==> config.mk <==
export PLATFORM = sky130hd
export DESIGN_NAME = eeprom_page_host
export DESIGN_NICKNAME = d
export VERILOG_FILES = /design/src/include/eeprom_host_pkg.sv /design/src/hw/eeprom_page_host.sv /design/src/hw/wr_fifo.sv
export VERILOG_INCLUDE_DIRS = /design/src /design/src/include
export SDC_FILE = /design/constraint.sdc
export NUM_CORES = 1
export LEC_CHECK = 0
export ABC_CLOCK_PERIOD_IN_PS = 5300
export BUFFER_PORTS_ARGS = -buffer_cell sky130_fd_sc_hd__buf_2
export CAP_MARGIN = 5
export CORE_ASPECT_RATIO = 1.25
export CORE_MARGIN = 4
export CORE_UTILIZATION = 29
export DETAILED_ROUTE_END_ITERATION = 16
export PLACE_DENSITY_LB_ADDON = 0.3
export SLEW_MARGIN = 20
export SYNTH_ARGS = -nofsm -noshare
export SYNTH_HDL_FRONTEND = slang
export SYNTH_SLANG_ARGS = --single-unit
==> constraint.sdc <==
create_clock -name core_clk -period 5.3 [get_ports core_clk]
set_input_delay 0.265 -clock core_clk [delete_from_list [all_inputs] [get_ports core_clk]]
set_output_delay 0.265 -clock core_clk [all_outputs]
set_load 0.03 [all_outputs]
==> src/include/eeprom_host_regs.svh <==
// Timing constants for the page-write host controller.
`ifndef EEPROM_HOST_REGS_SVH
`define EEPROM_HOST_REGS_SVH
`define CLK_PERIOD_PS      4000
`define STROBE_LOW_NS      150
`define STROBE_LOW_CYC     ((`STROBE_LOW_NS * 1000 + `CLK_PERIOD_PS - 1) / `CLK_PERIOD_PS)
`define SETUP_NS           20
`define SETUP_CYC          ((`SETUP_NS * 1000 + `CLK_PERIOD_PS - 1) / `CLK_PERIOD_PS)
`define BLW_MIN_NS         200
`define BLW_MIN_CYC        ((`BLW_MIN_NS * 1000 + `CLK_PERIOD_PS - 1) / `CLK_PERIOD_PS)
`define BLW_MAX_US         200
`define POLL_WAIT_MS       1
`define POLL_WAIT_CYC      ((`POLL_WAIT_MS * 1000000000 / `CLK_PERIOD_PS))
`define READ_ACCESS_NS     250
`define READ_ACCESS_CYC    ((`READ_ACCESS_NS * 1000 + `CLK_PERIOD_PS - 1) / `CLK_PERIOD_PS)
`define RECOVER_NS         80
`define RECOVER_CYC        ((`RECOVER_NS * 1000 + `CLK_PERIOD_PS - 1) / `CLK_PERIOD_PS)
`define PAGE_BYTES         64
`define FIFO_DEPTH         8
`define CNT_W              20
`endif

==> src/include/eeprom_host_pkg.sv <==
// Types for the page-write host controller.
package eeprom_host_pkg;
  typedef struct packed {
    logic [16:0] addr;
    logic [7:0]  data;
    logic        last;
  } wr_req_s;

  typedef struct packed {
    logic [16:0] addr;
    logic        cs_n;
    logic        og_n;
    logic        ws_n;
    logic [7:0]  dout;
    logic        doe_n;
  } mem_pins_s;

  typedef enum logic [3:0] {
    ST_IDLE    = 4'b0000,
    ST_SETUP   = 4'b0001,
    ST_STROBE  = 4'b0010,
    ST_GAP     = 4'b0011,
    ST_WAITLP  = 4'b0100,
    ST_RD_LOW  = 4'b0101,
    ST_RD_REC  = 4'b0110,
    ST_DONE    = 4'b0111
  } host_state_e;
endpackage

==> src/hw/eeprom_page_host.sv <==
// Host controller that page-loads an erasable memory and polls for write completion.
//
// Behaviour
// - Bank bits are held from the page's first byte to page-load end.
// - Write strobe is held low at least the strobe low width.
// - Next byte waits at least 0.2 us; page ends after window silence.
// - A stalled source stretches the load by holding the strobe low.
// - First poll waits poll_wait_time after the final byte.
// - The poll wait is at most 1 ms.
// - Poll reads use ordinary read strobe and access timing.
`timescale 1ns/1ns
`include "eeprom_host_regs.svh"
module eeprom_page_host
  import eeprom_host_pkg::*;
#(
  parameter int POLL_WAIT_CYCLES = `POLL_WAIT_CYC
) (
  // Clock and reset
  input  wire logic        core_clk,
  input  wire logic        nrst,
  // Write request stream
  input  wire logic        req_valid,
  output logic             req_ready,
  input  wire wr_req_s     req,
  // Status
  input  wire logic        power_good,
  output logic             busy,
  output logic             done_pulse,
  output logic             page_error,
  // Memory pins
  output mem_pins_s        pins,
  input  wire logic [7:0]  data_in
);
  localparam logic [`CNT_W-1:0] STROBE_CYC = `CNT_W'(`STROBE_LOW_CYC);
  localparam logic [`CNT_W-1:0] SETUP_CYC  = `CNT_W'(`SETUP_CYC);
  localparam logic [`CNT_W-1:0] GAP_CYC    = `CNT_W'(`BLW_MIN_CYC);
  localparam logic [`CNT_W-1:0] POLL_CYC   = `CNT_W'(POLL_WAIT_CYCLES);
  localparam logic [`CNT_W-1:0] READ_CYC   = `CNT_W'(`READ_ACCESS_CYC);
  localparam logic [`CNT_W-1:0] REC_CYC    = `CNT_W'(`RECOVER_CYC);
  localparam logic [6:0]        PAGE_MAX   = 7'(`PAGE_BYTES);

  typedef struct packed {
    host_state_e      st;
    logic [`CNT_W-1:0] cnt;
    mem_pins_s        pins;
    logic [10:0]      page;
    logic [16:0]      last_addr;
    logic [7:0]       last_data;
    logic [6:0]       nbytes;
    logic             last;
    logic             done;
    logic             err;
    logic [2:0]       pg_sync;
    logic [3:0]       fill;
    logic [7:0]       rd_q1;
    logic [7:0]       rd_q2;
    logic [7:0]       rd_q3;
  } state_s;

  state_s      s;
  state_s      next_s;
  logic        fifo_valid;
  logic        fifo_take;
  wr_req_s     fifo_req;
  logic [25:0] fifo_bits;
  logic        pg_ok;

  wr_fifo #(
    .WIDTH (26),
    .DEPTH (`FIFO_DEPTH)
  ) u_fifo (
    .core_clk  (core_clk),
    .nrst      (nrst),
    .in_valid  (req_valid),
    .in_ready  (req_ready),
    .in_data   (req),
    .out_valid (fifo_valid),
    .out_ready (fifo_take),
    .out_data  (fifo_bits)
  );
  assign fifo_req = wr_req_s'(fifo_bits);

  // Power good is asynchronous: act only when the last two stages agree high.
  assign pg_ok      = s.pg_sync[2] && s.pg_sync[1];
  assign pins       = s.pins;
  assign busy       = (s.st != ST_IDLE);
  assign done_pulse = s.done;
  assign page_error = s.err;

  always_comb begin
    next_s         = s;
    next_s.pg_sync = {s.pg_sync[1:0], power_good};
    // Read data comes back from an unclocked memory, so it passes three stages.
    next_s.rd_q1   = data_in;
    next_s.rd_q2   = s.rd_q1;
    next_s.rd_q3   = s.rd_q2;
    next_s.done    = 1'b0;
    fifo_take      = 1'b0;
    if (s.cnt != '0) begin
      next_s.cnt = s.cnt - 1'b1;
    end
    case (s.st)
      ST_IDLE: begin
        next_s.pins.cs_n  = 1'b1;
        next_s.pins.og_n  = 1'b1;
        next_s.pins.ws_n  = 1'b1;
        next_s.pins.doe_n = 1'b1;
        next_s.nbytes     = '0;
        if (fifo_valid && pg_ok) begin
          next_s.st        = ST_SETUP;
          next_s.page      = fifo_req.addr[16:6];
          next_s.pins.addr = fifo_req.addr;
          next_s.pins.dout = fifo_req.data;
          next_s.pins.cs_n = 1'b0;
          next_s.pins.doe_n = 1'b0;
          next_s.cnt       = SETUP_CYC;
        end
      end
      ST_SETUP: begin
        if (s.cnt == '0) begin
          // Chip select low, gate high, strobe low: the only write combination.
          next_s.pins.ws_n = 1'b0;
          next_s.cnt       = STROBE_CYC;
          next_s.st        = ST_STROBE;
        end
      end
      ST_STROBE: begin
        // Hold the strobe low until a following byte is queued or this byte ends
        // the page, so a slow source never lets the memory's load window run out.
        if (s.cnt == '0 && fifo_valid &&
            (fifo_req.last || s.nbytes == PAGE_MAX - 7'h01 || s.fill > 4'h1)) begin
          next_s.pins.ws_n = 1'b1;
          next_s.last_addr = s.pins.addr;
          next_s.last_data = s.pins.dout;
          next_s.last      = fifo_req.last;
          next_s.nbytes    = s.nbytes + 1'b1;
          fifo_take        = 1'b1;
          next_s.cnt       = GAP_CYC;
          next_s.st        = ST_GAP;
        end
      end
      ST_GAP: begin
        if (s.last || s.nbytes == PAGE_MAX) begin
          // Stop strobing; the memory's window runs out and writes.
          next_s.pins.cs_n  = 1'b1;
          next_s.pins.doe_n = 1'b1;
          next_s.cnt        = POLL_CYC;
          next_s.st         = ST_WAITLP;
        end else if (s.cnt == '0 && fifo_valid) begin
          next_s.pins.dout = fifo_req.data;
          if (fifo_req.addr[16:6] == s.page) begin
            next_s.pins.addr = fifo_req.addr;
            next_s.pins.cs_n = 1'b0;
            next_s.cnt       = SETUP_CYC;
            next_s.st        = ST_SETUP;
          end else begin
            // A byte outside the page closes this load; it starts the next.
            next_s.err        = 1'b1;
            next_s.pins.cs_n  = 1'b1;
            next_s.pins.doe_n = 1'b1;
            next_s.cnt        = POLL_CYC;
            next_s.st         = ST_WAITLP;
          end
        end
      end
      ST_WAITLP: begin
        if (s.cnt == '0) begin
          next_s.pins.addr = s.last_addr;
          next_s.pins.cs_n = 1'b0;
          next_s.pins.og_n = 1'b0;
          next_s.cnt       = READ_CYC;
          next_s.st        = ST_RD_LOW;
        end
      end
      ST_RD_LOW: begin
        if (s.cnt == '0) begin
          next_s.pins.cs_n = 1'b1;
          next_s.pins.og_n = 1'b1;
          next_s.cnt       = REC_CYC;
          // Trust the read only once the last two stages agree.
          if (s.rd_q3 == s.rd_q2 && s.rd_q2 == s.last_data) begin
            next_s.st = ST_DONE;
          end else begin
            next_s.st = ST_RD_REC;
          end
        end
      end
      ST_RD_REC: begin
        if (s.cnt == '0) begin
          next_s.pins.cs_n = 1'b0;
          next_s.pins.og_n = 1'b0;
          next_s.cnt       = READ_CYC;
          next_s.st        = ST_RD_LOW;
        end
      end
      ST_DONE: begin
        if (s.cnt == '0) begin
          next_s.done = 1'b1;
          next_s.err  = 1'b0;
          next_s.st   = ST_IDLE;
        end
      end
      default: begin
        next_s.st = ST_IDLE;
      end
    endcase
    // Words held in the queue, tracked so the strobe knows whether a byte follows.
    next_s.fill = s.fill + {3'h0, req_valid && req_ready} - {3'h0, fifo_take};
  end

  always_ff @(posedge core_clk or negedge nrst) begin
    if (!nrst) begin
      s       <= '0;
      s.pins  <= '{addr: 17'h00000, cs_n: 1'b1, og_n: 1'b1, ws_n: 1'b1,
                   dout: 8'h00, doe_n: 1'b1};
      s.st    <= ST_IDLE;
    end else begin
      s <= next_s;
    end
  end
endmodule

==> src/hw/wr_fifo.sv <==
// Parameterised FIFO buffering page-write requests.
`timescale 1ns/1ns
module wr_fifo #(
  parameter int WIDTH = 26,
  parameter int DEPTH = 8
) (
  // Clock and reset
  input  wire logic             core_clk,
  input  wire logic             nrst,
  // Fill side
  input  wire logic             in_valid,
  output logic                  in_ready,
  input  wire logic [WIDTH-1:0] in_data,
  // Drain side
  output logic                  out_valid,
  input  wire logic             out_ready,
  output logic [WIDTH-1:0]      out_data
);
  localparam int AW = $clog2(DEPTH);
  logic [WIDTH-1:0] mem [DEPTH];
  logic [AW:0]      wp;
  logic [AW:0]      rp;
  logic             full;
  logic             empty;

  assign empty     = (wp == rp);
  assign full      = (wp[AW-1:0] == rp[AW-1:0]) && (wp[AW] != rp[AW]);
  assign in_ready  = !full;
  assign out_valid = !empty;
  assign out_data  = mem[rp[AW-1:0]];

  always_ff @(posedge core_clk or negedge nrst) begin
    if (!nrst) begin
      wp <= '0;
      rp <= '0;
    end else begin
      if (in_valid && !full) begin
        wp <= wp + 1'b1;
      end
      if (out_ready && !empty) begin
        rp <= rp + 1'b1;
      end
    end
  end

  always_ff @(posedge core_clk) begin
    if (in_valid && !full) begin
      mem[wp[AW-1:0]] <= in_data;
    end
  end
endmodule

After elaboration in Yosys (flattened, before gate mapping) --
Memory sizes are Yosys's and may differ from the RTL's. Cells that the tools add are included.
Operators by class: reductions and logical operators 35, add/subtract/negate cells 6, order comparisons 1, muxes and demuxes 43, equal/unequal tests 28
Operator list (count):
- $pmux W20 S7 | 1
- $mux W24 | 5
- $mux W42 | 2
- $pmux W17 S3 | 1
- $mux W43 | 1
- $mux W20 | 2
- $mux W17 | 2
- $pmux W4 S8 | 1
- $mux W23 | 1
- $ne A2 B2 Y1 const B | 11
- $logic_not A20 Y1 | 1
- $reduce_bool A20 Y1 | 1
- $sub A20 B1 Y20 const B | 1
- $pmux W9 S2 | 1
- $eq A4 B3 Y1 const B | 4
- $eq A8 B8 Y1 | 2
- $mux W8 | 2
- $mux W1 | 14
- $pmux W7 S2 | 1
- $eq A11 B11 Y1 | 1
- $reduce_and A5 Y1 | 2
- $mux W9 | 1
- $add A4 B1 Y4 const B | 2
- $eq A4 B2 Y1 const B | 2
- other kinds (30) | 51
Storage, ports and cells: bits of input ports 38, register bits after elaboration 138, bits in writable memories 208, memories kept 1
Memory list:
- u_fifo.mem | words 8, width 26, read ports 1, clocked after memory_dff 0, write ports 1, RTL line wr_fifo.sv:20 | logic [WIDTH-1:0] mem [DEPTH];

Longest topological paths before layout --
Gate-level depths: netlist of the first run.
word-level depth 7, mapped depth 13, depth with buffers taken out 13

By module --
A second synthesis of the first run with hierarchy kept.
Second synthesis, totals: cells, all modules 1010, area, all modules 14929.3 um^2
Modules (own cells, without submodules):
- wr_fifo | cells an instance 360, area each 8434.3 um^2, instances 1
- eeprom_page_host | cells an instance 650, area each 6495.0 um^2, instances 1

Worst setup path before layout of the first run --
No wires, ideal clock.
path kind flip-flop to flip-flop, from register u_fifo.wp[2], to memory u_fifo.mem[2][0], enable pin, path buffers 1, setup time 0.485 ns, arrival time 4.291 ns, data required time 4.815 ns, path slack 0.525 ns, stages on the path, launching flop included 8, cell sequence dfrtp_1 > clkbuf_1 > xor2_1 > nor3_1 > nand2_1 > and2_0 > inv_1 > nor4b_1
Between the ends: longest elaborated chain between the ends 6
Ends and longest elaborated chain:
- start: declaration | RTL line wr_fifo.sv:21 | logic [AW:0] wp;
- start signal: assignment | RTL line wr_fifo.sv:38 | wp <= wp + 1'b1;
- $eq A3 B3 Y1 | RTL line wr_fifo.sv:27 | assign full = (wp[AW-1:0] == rp[AW-1:0]) && (wp[AW] != rp[AW]);
- $logic_and A1 B1 Y1 | RTL line wr_fifo.sv:27
- $logic_not A1 Y1
- named net req_ready | RTL line eeprom_page_host.sv:23 | output logic req_ready,
- $logic_and A1 B1 Y1 | RTL line wr_fifo.sv:47 | if (in_valid && !full) begin
- $mux W1 | RTL line wr_fifo.sv:47
- $mux W1 (not written as such) | RTL line wr_fifo.sv:48 | mem[wp[AW-1:0]] <= in_data;
- end: declaration | RTL line wr_fifo.sv:20
The timed path passes the listed nets, and every way through them passes these cells.

==> results of run 1 <==
## worst max-delay path by stage
stage	startpoint	to	slack, ns	cells after the start
finish	s[112]$_DFF_PN0_	s[114]$_DFF_PN0_	1.33	7
global route	s[112]$_DFF_PN0_	s[117]$_DFF_PN0_	1.15	7
CTS	s[112]$_DFF_PN0_	s[115]$_DFF_PN0_	1.42	7
detailed placement	s[112]$_DFF_PN0_	s[114]$_DFF_PN0_	1.44	7
global placement	s[112]$_DFF_PN0_	pins[24]$_DFFE_PN0P_	1.43	7
floorplan	u_fifo.wp[2]$_DFFE_PN0P_	u_fifo.mem[2][0]$_DFFE_PP_	0.52	7
## area by class of cell
cell class,count,area [um2]
Clock buffer,56,1080
Sequential cell,345,9680
Clock inverter,13,134
Tap cell,651,815
Multi-Input combinational cell,572,4480
Timing Repair Buffer,123,840
Antenna cell,4,10.0
Fill cell,4803,32400
Inverter,17,63.8
## worst max-delay path: stages (launching register included)
cell,delay [ns]
dfrtp_1,0.42
or4_1,0.64
nand4bb_4,0.31
nor4b_4,0.73
inv_1,0.44
a21o_1,0.29
a311oi_1,0.83
nor2_1,0.14
## report_power, final
group / switching [mW] / internal, mW
clock: 1.03 / 1.52
sequential: 0.319 / 3.35
combinational: 1.22 / 0.745
total: 2.57 / 5.61
## state kept, by name, indices dropped and copies added (netlist names)
signal,flops
u_fifo.mem,208
s,80
pins,29
next_s,18
u_fifo.rp,4
u_fifo.wp,4
done_pulse,1
page_error,1
## metrics by stage
step / power (mW) / hold WS [ns] / cells
2_1_floorplan: 5.15 / -0.0306 / 1008
3_3_place_gp: 5.66 / 0.336 / 1674
6_report: 8.18 / 0.0283 / 1781
4_1_cts: 8.30 / 0.00689 / 1777
5_1_grt: 8.62 / 0.0187 / 1779
3_5_place_dp: 5.69 / 0.338 / 1674
## cell usage in the layout, fill, tap and decap left out, types with 21 or more instances in the layout
cell type / Yosys / layout
clkbuf_16: 0 / 40
o21ai_0: 27 / 27
xor2_1: 21 / 21
mux2i_1: 40 / 40
mux4_2: 44 / 44
a21oi_1: 28 / 28
nand2_1: 136 / 136
dlygate4sd3_1: 0 / 34
buf_2: 9 / 69
edfxtp_1: 208 / 208
nor2_1: 40 / 39
dfrtp_1: 133 / 131
## cell families (layout without fill, tap and decap cells)
group                    count (synthesis)  in the layout  synth area share [%]
buffers and inverters                   91            209                  3.29
flip-flops                             345            345                  66.3
AO/OA/AOI/OAI                          135            135                  6.41
adder cells (fa/ha/maj)                 15             15                  1.34
other                                    0              4                     0
XOR/XNOR                                34             34                  2.04
AND/OR/NAND/NOR                        286            286                  9.39
multiplexers                           102            102                  11.2
## layer usage
layer / track usage, % / wire (um)
met5: 0 / 0
met4: 3.43 / 797
met3: 2.39 / 1310
met2: 21.0 / 16800
met1: 15.7 / 14400
## repair_timing
item,4_1_cts,5_1_grt
hold buffers,34,0
endpoints found under the setup margin,0,0
endpoints found under the hold margin,269,0
==> impl_results.md, run 1 <==
* Syn_nets at approximately 1100
* Avg Inst Size Synth at roughly 14 um2
* Synth area leader: edfxtp_1
* Slew @ Worst Pin at about 1.1 ns
* HP Class: input pin to flip-flop
* Final setup fails at 0
* DP Area at about 0.016 mm2
* Post-synth top area share at a little over two fifths
* Synth Register Bits at approximately 350
* Register area share after synthesis at 66.3%
* DR WL/cell at ~19 um
* WS Path Type: flip-flop to flip-flop
* CTS buffer count at 38
* Hpwl dp at around 21 mm
* H-Tree Depth at 2
* Cell with the most instances after synthesis: edfxtp_1
* CP max FO at 14
* Relative slew slack at a little under a quarter
* Finished Cell Area at around 0.017 mm2
* Worst skew pair latency at 0.53 ns
* Post-DRT Antenna Nets at 0
* Crit path DAT at between 4 and 5 ns
* Max Slew Vio Count at 0
* CTS tree: yes
* Final layout net count at ~1200
* Die area at around 0.054 mm2
* CTS sink cnt at 345
* First-pass GRT wire length at slightly above 50 mm
* Area contributors post-synth: edfxtp_1 43%, dfrtp_1 23%, mux4_2 6.8%, nand2_1 3.5%, mux2i_1 2.7%
* Core area at around 0.050 mm2
* Asr flop ratio synth at between 30% and 40%
* Fmax at between 200 and 300 MHz
* Register-to-register setup slack at 1.33 ns
* Count of flip-flops with a built-in enable after synthesis at between 200 and 250
* WHS Endpoint: u_fifo.mem[3][22]$_DFFE_PP_
* Overall routed net length at 33.3 mm
* Post-CTS sizing at 0
* Worst Hold Depth at 1
* R2R depth at 7
* Status: finished clean
* Tmin final at approximately 4.0 ns
* Reg-to-Reg End: s[114]$_DFF_PN0_
* Total grt overflow at 0
* RSZ-0062 raised after global routing: false
* Initial Util at 29.5%
* Lkg Pwr at approximately 6.5 nW
* GP Congestion at 0.876
* Max-Cap Viols at 0
* Setup bufs post-CTS at 0
* Die height at 259 um
* VDD IR-drop max at 175 uV
* Remaining DRCs at 0
* Mapped Area at between 0.01 and 0.015 mm2
* Dpl ws at ~1.4 ns
* Reg2reg start: s[112]$_DFF_PN0_
* YS warnings at 0
* Synth cell types at 71
* Total track usage at 12.2%
* Bufs on Longest Clock Path at 3
* Synth Instances at between 1000 and 1500
* Largest net degree at the start of global routing at 83
* Top Ports at 71
* Horiz. Die Dim at approximately 210 um
* Hold_sp: req[22]
* Clock slew at reported path FFs at about 0.060 ns
* Number of port buffers at 70
* CTS root buffer: clkbuf_16
* Most frequent cells after synthesis: 208 x edfxtp_1, 136 x nand2_1, 133 x dfrtp_1
* Share of cells above drive strength 1 at 19.9%
* Initial antenna violation count at 4
* Final Util at between 30% and 40%
* Fin crit share at around three quarters
* Final worst slack at 1.33 ns
* Startpoint Class: flip-flop
* CP Data Required Time at 5.67 ns
* Cell Rows at between 90 and 100
* Initial DRC count at slightly above 700
* Fin Clk Skew at approximately 0.014 ns
* Vias in the first global route at 8635
* Setup TNS at 0 ns
* Final hold viol count at 0
* CP Capture Type: flip-flop
* Via count at roughly 8400
* Iteration count of the initial detailed-routing pass at 5
* Power Density at approximately 480 mW/mm2
* Area delta synth->final at 17.3%
* Via density at between 4 and 5
* Most used DFF post-synth: edfxtp_1
(Power assumes the default switching activity.)
==> inputs of run 2 (changes only) <==
--- a/config.mk
+++ b/config.mk
@@ -6,7 +6,8 @@
 export SDC_FILE = /design/constraint.sdc
 export NUM_CORES = 1
 export LEC_CHECK = 0
-export ABC_CLOCK_PERIOD_IN_PS = 5300
+export ABC_AREA = 1
+export ABC_CLOCK_PERIOD_IN_PS = 4000
 export BUFFER_PORTS_ARGS = -buffer_cell sky130_fd_sc_hd__buf_2
 export CAP_MARGIN = 5
 export CORE_ASPECT_RATIO = 1.25
==> constraint.sdc (replaced) <==
create_clock -name core_clk -period 4 [get_ports core_clk]
set_input_delay 0.2 -clock core_clk [delete_from_list [all_inputs] [get_ports core_clk]]
set_output_delay 0.2 -clock core_clk [all_outputs]
set_load 0.03 [all_outputs]
==> impl_results.md, run 2 <==
* Status: finished clean (unchanged)
* Total grt overflow at 0 (unchanged)
* Relative slew slack at 26.6% (was 23.2%)
* Core area at 0.0519 mm2 (was 0.0495 mm2)
* VDD IR-drop max at 321 uV (was 175 uV)
* Max-Cap Viols at 0 (unchanged)
* Avg Inst Size Synth at 10.2 um2 (was 14.5 um2)
* Via density at 4.67 (was 4.71)
* First-pass GRT wire length at 59.6 mm (was 51.8 mm)
* CTS tree: yes (unchanged)
* Largest register FFs at 208 (unchanged)
* Final setup fails at 0 (unchanged)
* Synth cell types at 44 (was 71)
* R2R depth at 12 (was 7)
* Slowest CP cell: nor2_1 (was a311oi_1)
* Most frequent cells after synthesis: 331 x nand2_1, 208 x edfxtp_1, 162 x inv_1 (was 208 x edfxtp_1, 136 x nand2_1, 133 x dfrtp_1)
* Horiz. Die Dim at 213 um (was 209 um)
* Cell with the most instances after synthesis: nand2_1 (was edfxtp_1)
* Die area at 0.0565 mm2 (was 0.0540 mm2)
* Synth Register Bits at 345 (unchanged)
* Hpwl dp at 25.8 mm (was 21.0 mm)
* Share of cells above drive strength 1 at 11.9% (was 19.9%)
* RSZ-0062 raised after global routing: false (unchanged)
* Count of flip-flops with a built-in enable after synthesis at 208 (unchanged)
* Die height at 265 um (was 259 um)
* Syn_nets at 1549 (was 1061)
* Initial Util at 29.5% (about the same)
* Tmin final at 3.42 ns (was 3.97 ns)
* Dpl cells at 2175 (was 1674)
* Area contributors post-synth: edfxtp_1 41%, dfrtp_1 22%, nand2_1 8.1%, inv_1 4.0%, nor2_1 4.0% (was edfxtp_1 43%, dfrtp_1 23%, mux4_2 6.8%, nand2_1 3.5%, mux2i_1 2.7%)
* YS warnings at 0 (unchanged)
* DR WL/cell at 16.7 um (was 18.7 um)
* Critical path, cell by cell: inv_2, nand2_1, nand4_1, nor3_2, nor2_1, nor2_2, inv_1, o21ai_0, nor2_1, nand3_4, nand2_1, o21ai_2 (was or4_1, nand4bb_4, nor4b_4, inv_1, a21o_1, a311oi_1, nor2_1)
* Max Slew Vio Count at 0 (unchanged)
* Largest stage delay, worst path at 0.83 ns (about the same)
* Commonest non-fill, non-tap cell in the layout: nand2_1 (was edfxtp_1)
* Initial DRC count at 789 (was 720)
* Remaining DRCs at 0 (unchanged)
* Fin Clk Skew at 0.0357 ns (was 0.0144 ns)
* Vias in the first global route at 10600 (was 8635)
* Fmax at 292 MHz (was 252 MHz)
* Via count at 10600 (was 8391)
* Bufs on Longest Clock Path at 3 (unchanged)
* Overall routed net length at 37.9 mm (was 33.3 mm)
* Power Density at 655 mW/mm2 (was 478 mW/mm2)
* Final layout net count at 1638 (was 1150)
* Crit path DAT at 3.80 ns (was 4.34 ns)
* Fin crit share at 85.6% (was 74.9%)
* Slew @ Worst Pin at 1.10 ns (was 1.14 ns)
* H-Tree Depth at 2 (unchanged)
* HP Class: input pin to flip-flop (unchanged)
* Lkg Pwr at 7.46 nW (was 6.52 nW)
* Post-synth top area share at 40.8% (was 42.8%)
* Fin cells at 2276 (was 1781)
* CP Buf/Inv Count at 2 (was 1)
* Cell Rows at 93 (was 91)
* Final Util at 34.3% (was 34.5%)
* Register area share after synthesis at 63.3% (was 66.3%)
* Number of port buffers at 70 (unchanged)
* Clock slew at reported path FFs at 0.06 ns (about the same)
* CTS root buffer: clkbuf_16 (unchanged)
* CP Data Required Time at 4.38 ns (was 5.67 ns)
* Mapped Area at 0.0153 mm2 (was 0.0146 mm2)
* Setup bufs post-CTS at 0 (unchanged)
* Fillers at 5210 (was 4803)
* Initial antenna violation count at 1 (was 4)
* CP top delay family: simple AND/OR/NAND/NOR gates (unchanged)
* Startpoint Class: flip-flop (unchanged)
* Most used DFF post-synth: edfxtp_1 (unchanged)
* Iteration count of the initial detailed-routing pass at 5 (unchanged)
* Total track usage at 13.4% (was 12.2%)
* Asr flop ratio synth at 39.7% (unchanged)
* CP max FO at 34 (was 14)
* CTS buffer count at 37 (was 38)
* Worst Hold Depth at 4 (was 1)
* Setup TNS at 0 ns (unchanged)
* Worst skew pair latency at 0.53 ns (about the same)
* CP Capture Type: flip-flop (unchanged)
* Largest net degree at the start of global routing at 71 (was 83)
* Final hold viol count at 0 (unchanged)
* Post-DRT Antenna Nets at 0 (unchanged)
* GP Congestion at 0.839 (was 0.876)
* Commonest non-fill, non-tap cells in the layout: 331 x nand2_1, 208 x edfxtp_1, 162 x inv_1 (was 208 x edfxtp_1, 136 x nand2_1, 131 x dfrtp_1)
* Synth Instances at 1496 (was 1008)
* Area delta synth->final at 16.3% (was 17.3%)
* Ant diodes at 0 (was 4)
* Worst path depth at 12 (was 7)
* WS Path Type: flip-flop to flip-flop (unchanged)
* Fin Hold WS at 0.104 ns (was 0.0283 ns)
* Top Ports at 71 (unchanged)
* CTS sink cnt at 345 (unchanged)
* Synth area leader: edfxtp_1 (unchanged)
==> run 2: final cells by class <==
class                   instances  area [um2]  share of cell area (%)
well taps                     665         832                    4.68
clock inverters                11         104                   0.584
repair buffers                139        1000                    5.63
inverters                     166         623                    3.50
clock buffers                  54        1070                    6.02
multi-input cells             896        4470                    25.1
flip-flops and latches        345        9680                    54.4
==> run 2: kinds of logic (layout without fill, tap and decap cells) <==
logic type | after synthesis | after routing | share of synthesized area [%]
compound gates | 234 | 234 | 9.50
xor+xnor | 32 | 32 | 1.83
fa+ha+maj | 15 | 15 | 1.28
buf+inv | 255 | 370 | 7.59
flops | 345 | 345 | 63.3
simple gates | 615 | 615 | 16.5
==> run 2: where the power goes <==
group | switching (mW) | leakage (nW) | internal (mW)
clock network | 1.39 | 0.573 | 1.93
logic | 2.44 | 3.22 | 1.07
registers | 0.361 | 3.66 | 4.46
==> run 2: metal layers <==
layer	track usage, %	up-vias	routed length, um
met5	0	-	13
met4	4.65	2	1140
met3	1.78	74	1510
met2	23.4	243	19200
met1	16.9	5130	16100
li1	-	5175	-
==> run 2: what timing repair did <==
item                       in CTS  in global routing
gates resized for setup         0                  0
setup endpoints to repair       0                  0
hold endpoints to repair      281                  0
hold buffers                   36                  0
==> run 2: worst paths after layout <==
| path | startpoint | end | slack [ns] |
|---|---|---|---|
| max in group asynchronous | nrst | s[65]$_DFFE_PN0P_ | 2.76 |
| min in group asynchronous | nrst | s[1]$_DFF_PN0_ | 0.25 |
| worst min register to register | next_s[11]$_DFF_PN0_ | next_s[3]$_DFF_PN0_ | 0.35 |
| worst max register to register | u_fifo.rp[0]$_DFFE_PN0P_ | pins[27]$_DFFE_PN0P_ | 0.58 |
| worst min-delay path | req_valid | u_fifo.wp[0]$_DFFE_PN0P_ | 0.10 |
| worst max-delay path | u_fifo.rp[0]$_DFFE_PN0P_ | pins[27]$_DFFE_PN0P_ | 0.58 |
==> run 2: through the flow <==
step	setup WS [ns]	power (mW)	instance area, um2
floorplan	0.923	7.49	15300
global placement	0.702	8.36	16300
detailed placement	0.620	8.40	16300
CTS	0.566	11.8	17800
global route	0.245	12.4	17800
finish	0.578	11.6	17800
==> run 2: worst register-to-register path, stage by stage, from the launching register on <==
cell and delay (ns):
dfrtp_4 0.60, inv_2 0.29, nand2_1 0.10, nand4_1 0.15, nor3_2 0.07, nor2_1 0.83, nor2_2 0.17, inv_1 0.13
o21ai_0 0.09, nor2_1 0.19, nand3_4 0.37, nand2_1 0.21, o21ai_2 0.07
==> inputs of run 3 (changes only) <==
--- a/config.mk
+++ b/config.mk
@@ -14,7 +14,6 @@
 export CORE_MARGIN = 4
 export CORE_UTILIZATION = 29
 export DETAILED_ROUTE_END_ITERATION = 16
-export PLACE_DENSITY_LB_ADDON = 0.3
 export SLEW_MARGIN = 20
 export SYNTH_ARGS = -nofsm -noshare
 export SYNTH_HDL_FRONTEND = slang
==> impl_results.md, run 3 (synthesized netlist as in run 2, its figures left out) <==
* Status: finished clean (unchanged)
* Max Slew Vio Count at 0 (unchanged)
* WHS Endpoint: u_fifo.wp[0]$_DFFE_PN0P_ (unchanged)
* GP Congestion at 0.898 (was 0.839)
* Fillers at 5205 (was 5210)
* DR WL/cell at 16.3 um (was 16.7 um)
* R2R depth at 14 (was 12)
* Number of port buffers at 70 (unchanged)
* Total grt overflow at 0 (unchanged)
* VDD IR-drop max at 322 uV (was 321 uV)
* CTS sink cnt at 345 (unchanged)
* Slew @ Worst Pin at 0.994 ns (was 1.10 ns)
* Hpwl dp at 24.7 mm (was 25.8 mm)
* Die height at 265 um (unchanged)
* Power Density at 653 mW/mm2 (was 655 mW/mm2)
* Final setup fails at 0 (unchanged)
* Fin crit share at 83.9% (was 85.6%)
* Core area at 0.0519 mm2 (unchanged)
* Setup bufs post-CTS at 0 (unchanged)
* Critical path, cell by cell: buf_4, nand2_1, nand3_1, nand3_1, nand2_1, nand2_1, nand2_1, nand2_1, nor2_1, nand3_1, nand2_2, nand3_4, nand2_1, o21ai_1 (was inv_2, nand2_1, nand4_1, nor3_2, nor2_1, nor2_2, inv_1, o21ai_0, nor2_1, nand3_4, nand2_1, o21ai_2)
* Final worst slack at 0.646 ns (was 0.578 ns)
* Fin Clk Skew at 0.0158 ns (was 0.0357 ns)
* Initial antenna violation count at 2 (was 1)
* Tmin final at 3.35 ns (was 3.42 ns)
* Horiz. Die Dim at 213 um (unchanged)
* Commonest non-fill, non-tap cell in the layout: nand2_1 (unchanged)
* Commonest non-fill, non-tap cells in the layout: 331 x nand2_1, 208 x edfxtp_1, 162 x inv_1 (unchanged)
* Setup TNS at 0 ns (unchanged)
* Remaining DRCs at 0 (unchanged)
* Crit path DAT at 3.75 ns (was 3.80 ns)
* CTS tree: yes (unchanged)
* CTS root buffer: clkbuf_16 (unchanged)
* RSZ-0062 raised after global routing: false (unchanged)
* Clock slew at reported path FFs at 0.06 ns (about the same)
* Initial DRC count at 900 (was 789)
* Overall routed net length at 37.1 mm (was 37.9 mm)
* Via density at 4.67 (about the same)
* Register-to-register setup slack at 0.65 ns (was 0.58 ns)
* Relative slew slack at 33.5% (was 26.6%)
* Initial Util at 29.5% (unchanged)
* Worst Hold Depth at 4 (unchanged)
* Crit-path most repeated cell: nand2_1
* Final layout net count at 1637 (was 1638)
* Dpl ws at 0.718 ns (was 0.620 ns)
* Lkg Pwr at 7.46 nW (about the same)
* Die area at 0.0565 mm2 (unchanged)
* Via count at 10700 (was 10600)
* Total track usage at 13.0% (was 13.4%)
* Reg2reg start: u_fifo.rp[0]$_DFFE_PN0P_ (unchanged)
* CP Data Required Time at 4.39 ns (was 4.38 ns)
* Hold_sp: req_valid (unchanged)
* Share of cells above drive strength 1 at 12.1% (was 11.9%)
* Final hold viol count at 0 (unchanged)
* Area delta synth->final at 16.1% (was 16.3%)
* Top Ports at 71 (unchanged)
* Slowest CP cell: dfrtp_4 (was nor2_1)
* Largest net degree at the start of global routing at 107 (was 71)
* Max-Cap Viols at 0 (unchanged)
* First-pass GRT wire length at 58.5 mm (was 59.6 mm)
* CP Capture Type: flip-flop (unchanged)
* Reg-to-Reg End: pins[18]$_DFFE_PN0P_ (was pins[27]$_DFFE_PN0P_)
* Post-DRT Antenna Nets at 0 (unchanged)
* Cell Rows at 93 (unchanged)
* Largest stage delay, worst path at 0.67 ns (was 0.83 ns)
* CP max FO at 54 (was 34)
* Startpoint Class: flip-flop (unchanged)
* Largest register FFs at 208 (unchanged)
* Fmax at 298 MHz (was 292 MHz)
* Iteration count of the initial detailed-routing pass at 5 (unchanged)
* H-Tree Depth at 2 (unchanged)
* CTS buffer count at 36 (was 37)
* HP Class: input pin to flip-flop (unchanged)
* Worst skew pair latency at 0.53 ns (about the same)
* WS Path Type: flip-flop to flip-flop (unchanged)
* Vias in the first global route at 10500 (was 10600)
* Bufs on Longest Clock Path at 3 (unchanged)
## run 3: repair_timing
action | in CTS | in global routing
endpoints found under the hold margin | 318 | 0
hold buffers | 36 | 0
resized for setup | 0 | 0
## run 3: worst max-delay path by stage
stage / from / end / slack, ns
after floorplan: u_fifo.rp[1]$_DFFE_PN0P_ / u_fifo.mem[7][0]$_DFFE_PP_ / 0.92
after global placement: u_fifo.rp[0]$_DFFE_PN0P_ / pins[28]$_DFFE_PN0P_ / 0.79
after detailed placement: u_fifo.rp[0]$_DFFE_PN0P_ / pins[18]$_DFFE_PN0P_ / 0.72
after CTS: u_fifo.rp[0]$_DFFE_PN0P_ / pins[18]$_DFFE_PN0P_ / 0.66
after global routing: u_fifo.rp[0]$_DFFE_PN0P_ / pins[20]$_DFFE_PN0P_ / 0.31
final: u_fifo.rp[0]$_DFFE_PN0P_ / pins[18]$_DFFE_PN0P_ / 0.65
## run 3: layout make-up
type                            count  area, um2  share of cell area, %
Multi-Input combinational cell    896       4470                   25.2
Inverter                          166        623                   3.51
Clock inverter                     14        105                  0.592
Clock buffer                       52       1060                   5.99
Timing Repair Buffer              139        977                   5.50
Sequential cell                   345       9680                   54.5
Tap cell                          665        832                   4.69
Antenna cell                        2       5.00                 0.0282
## run 3: through the flow
step	hold WS, ns	std cells	cell area, um2	util [%]	total power, mW
after detailed placement	0.310	2175	16200	31.3	8.36
after floorplan	-0.0956	1496	15300	-	7.49
final	0.119	2279	17800	34.2	11.6
after CTS	0.114	2277	17800	34.2	11.7
after global routing	0.138	2278	17800	34.2	12.3
after global placement	0.309	2175	16200	31.3	8.29
## run 3: routing by layer
metal	wire length [um]	global-route usage, %
met2	19000	23.2
met5	0	0
met4	1060	4.33
met1	15600	16.0
met3	1440	2.07
## run 3: report_power, final
part / internal, mW / switching, mW
registers: 4.46 / 0.365
logic: 1.06 / 2.43
clock network: 1.87 / 1.41
## run 3: worst max-delay path, delay by kind of cell (launching register included)
| family | cells | cell delay [ns] |
|---|---|---|
| AOI/OAI and AO/OA | 1 | 0.08 |
| and+or+nand+nor | 12 | 1.84 |
| DFF | 1 | 0.67 |
| buffers and inverters | 1 | 0.57 |
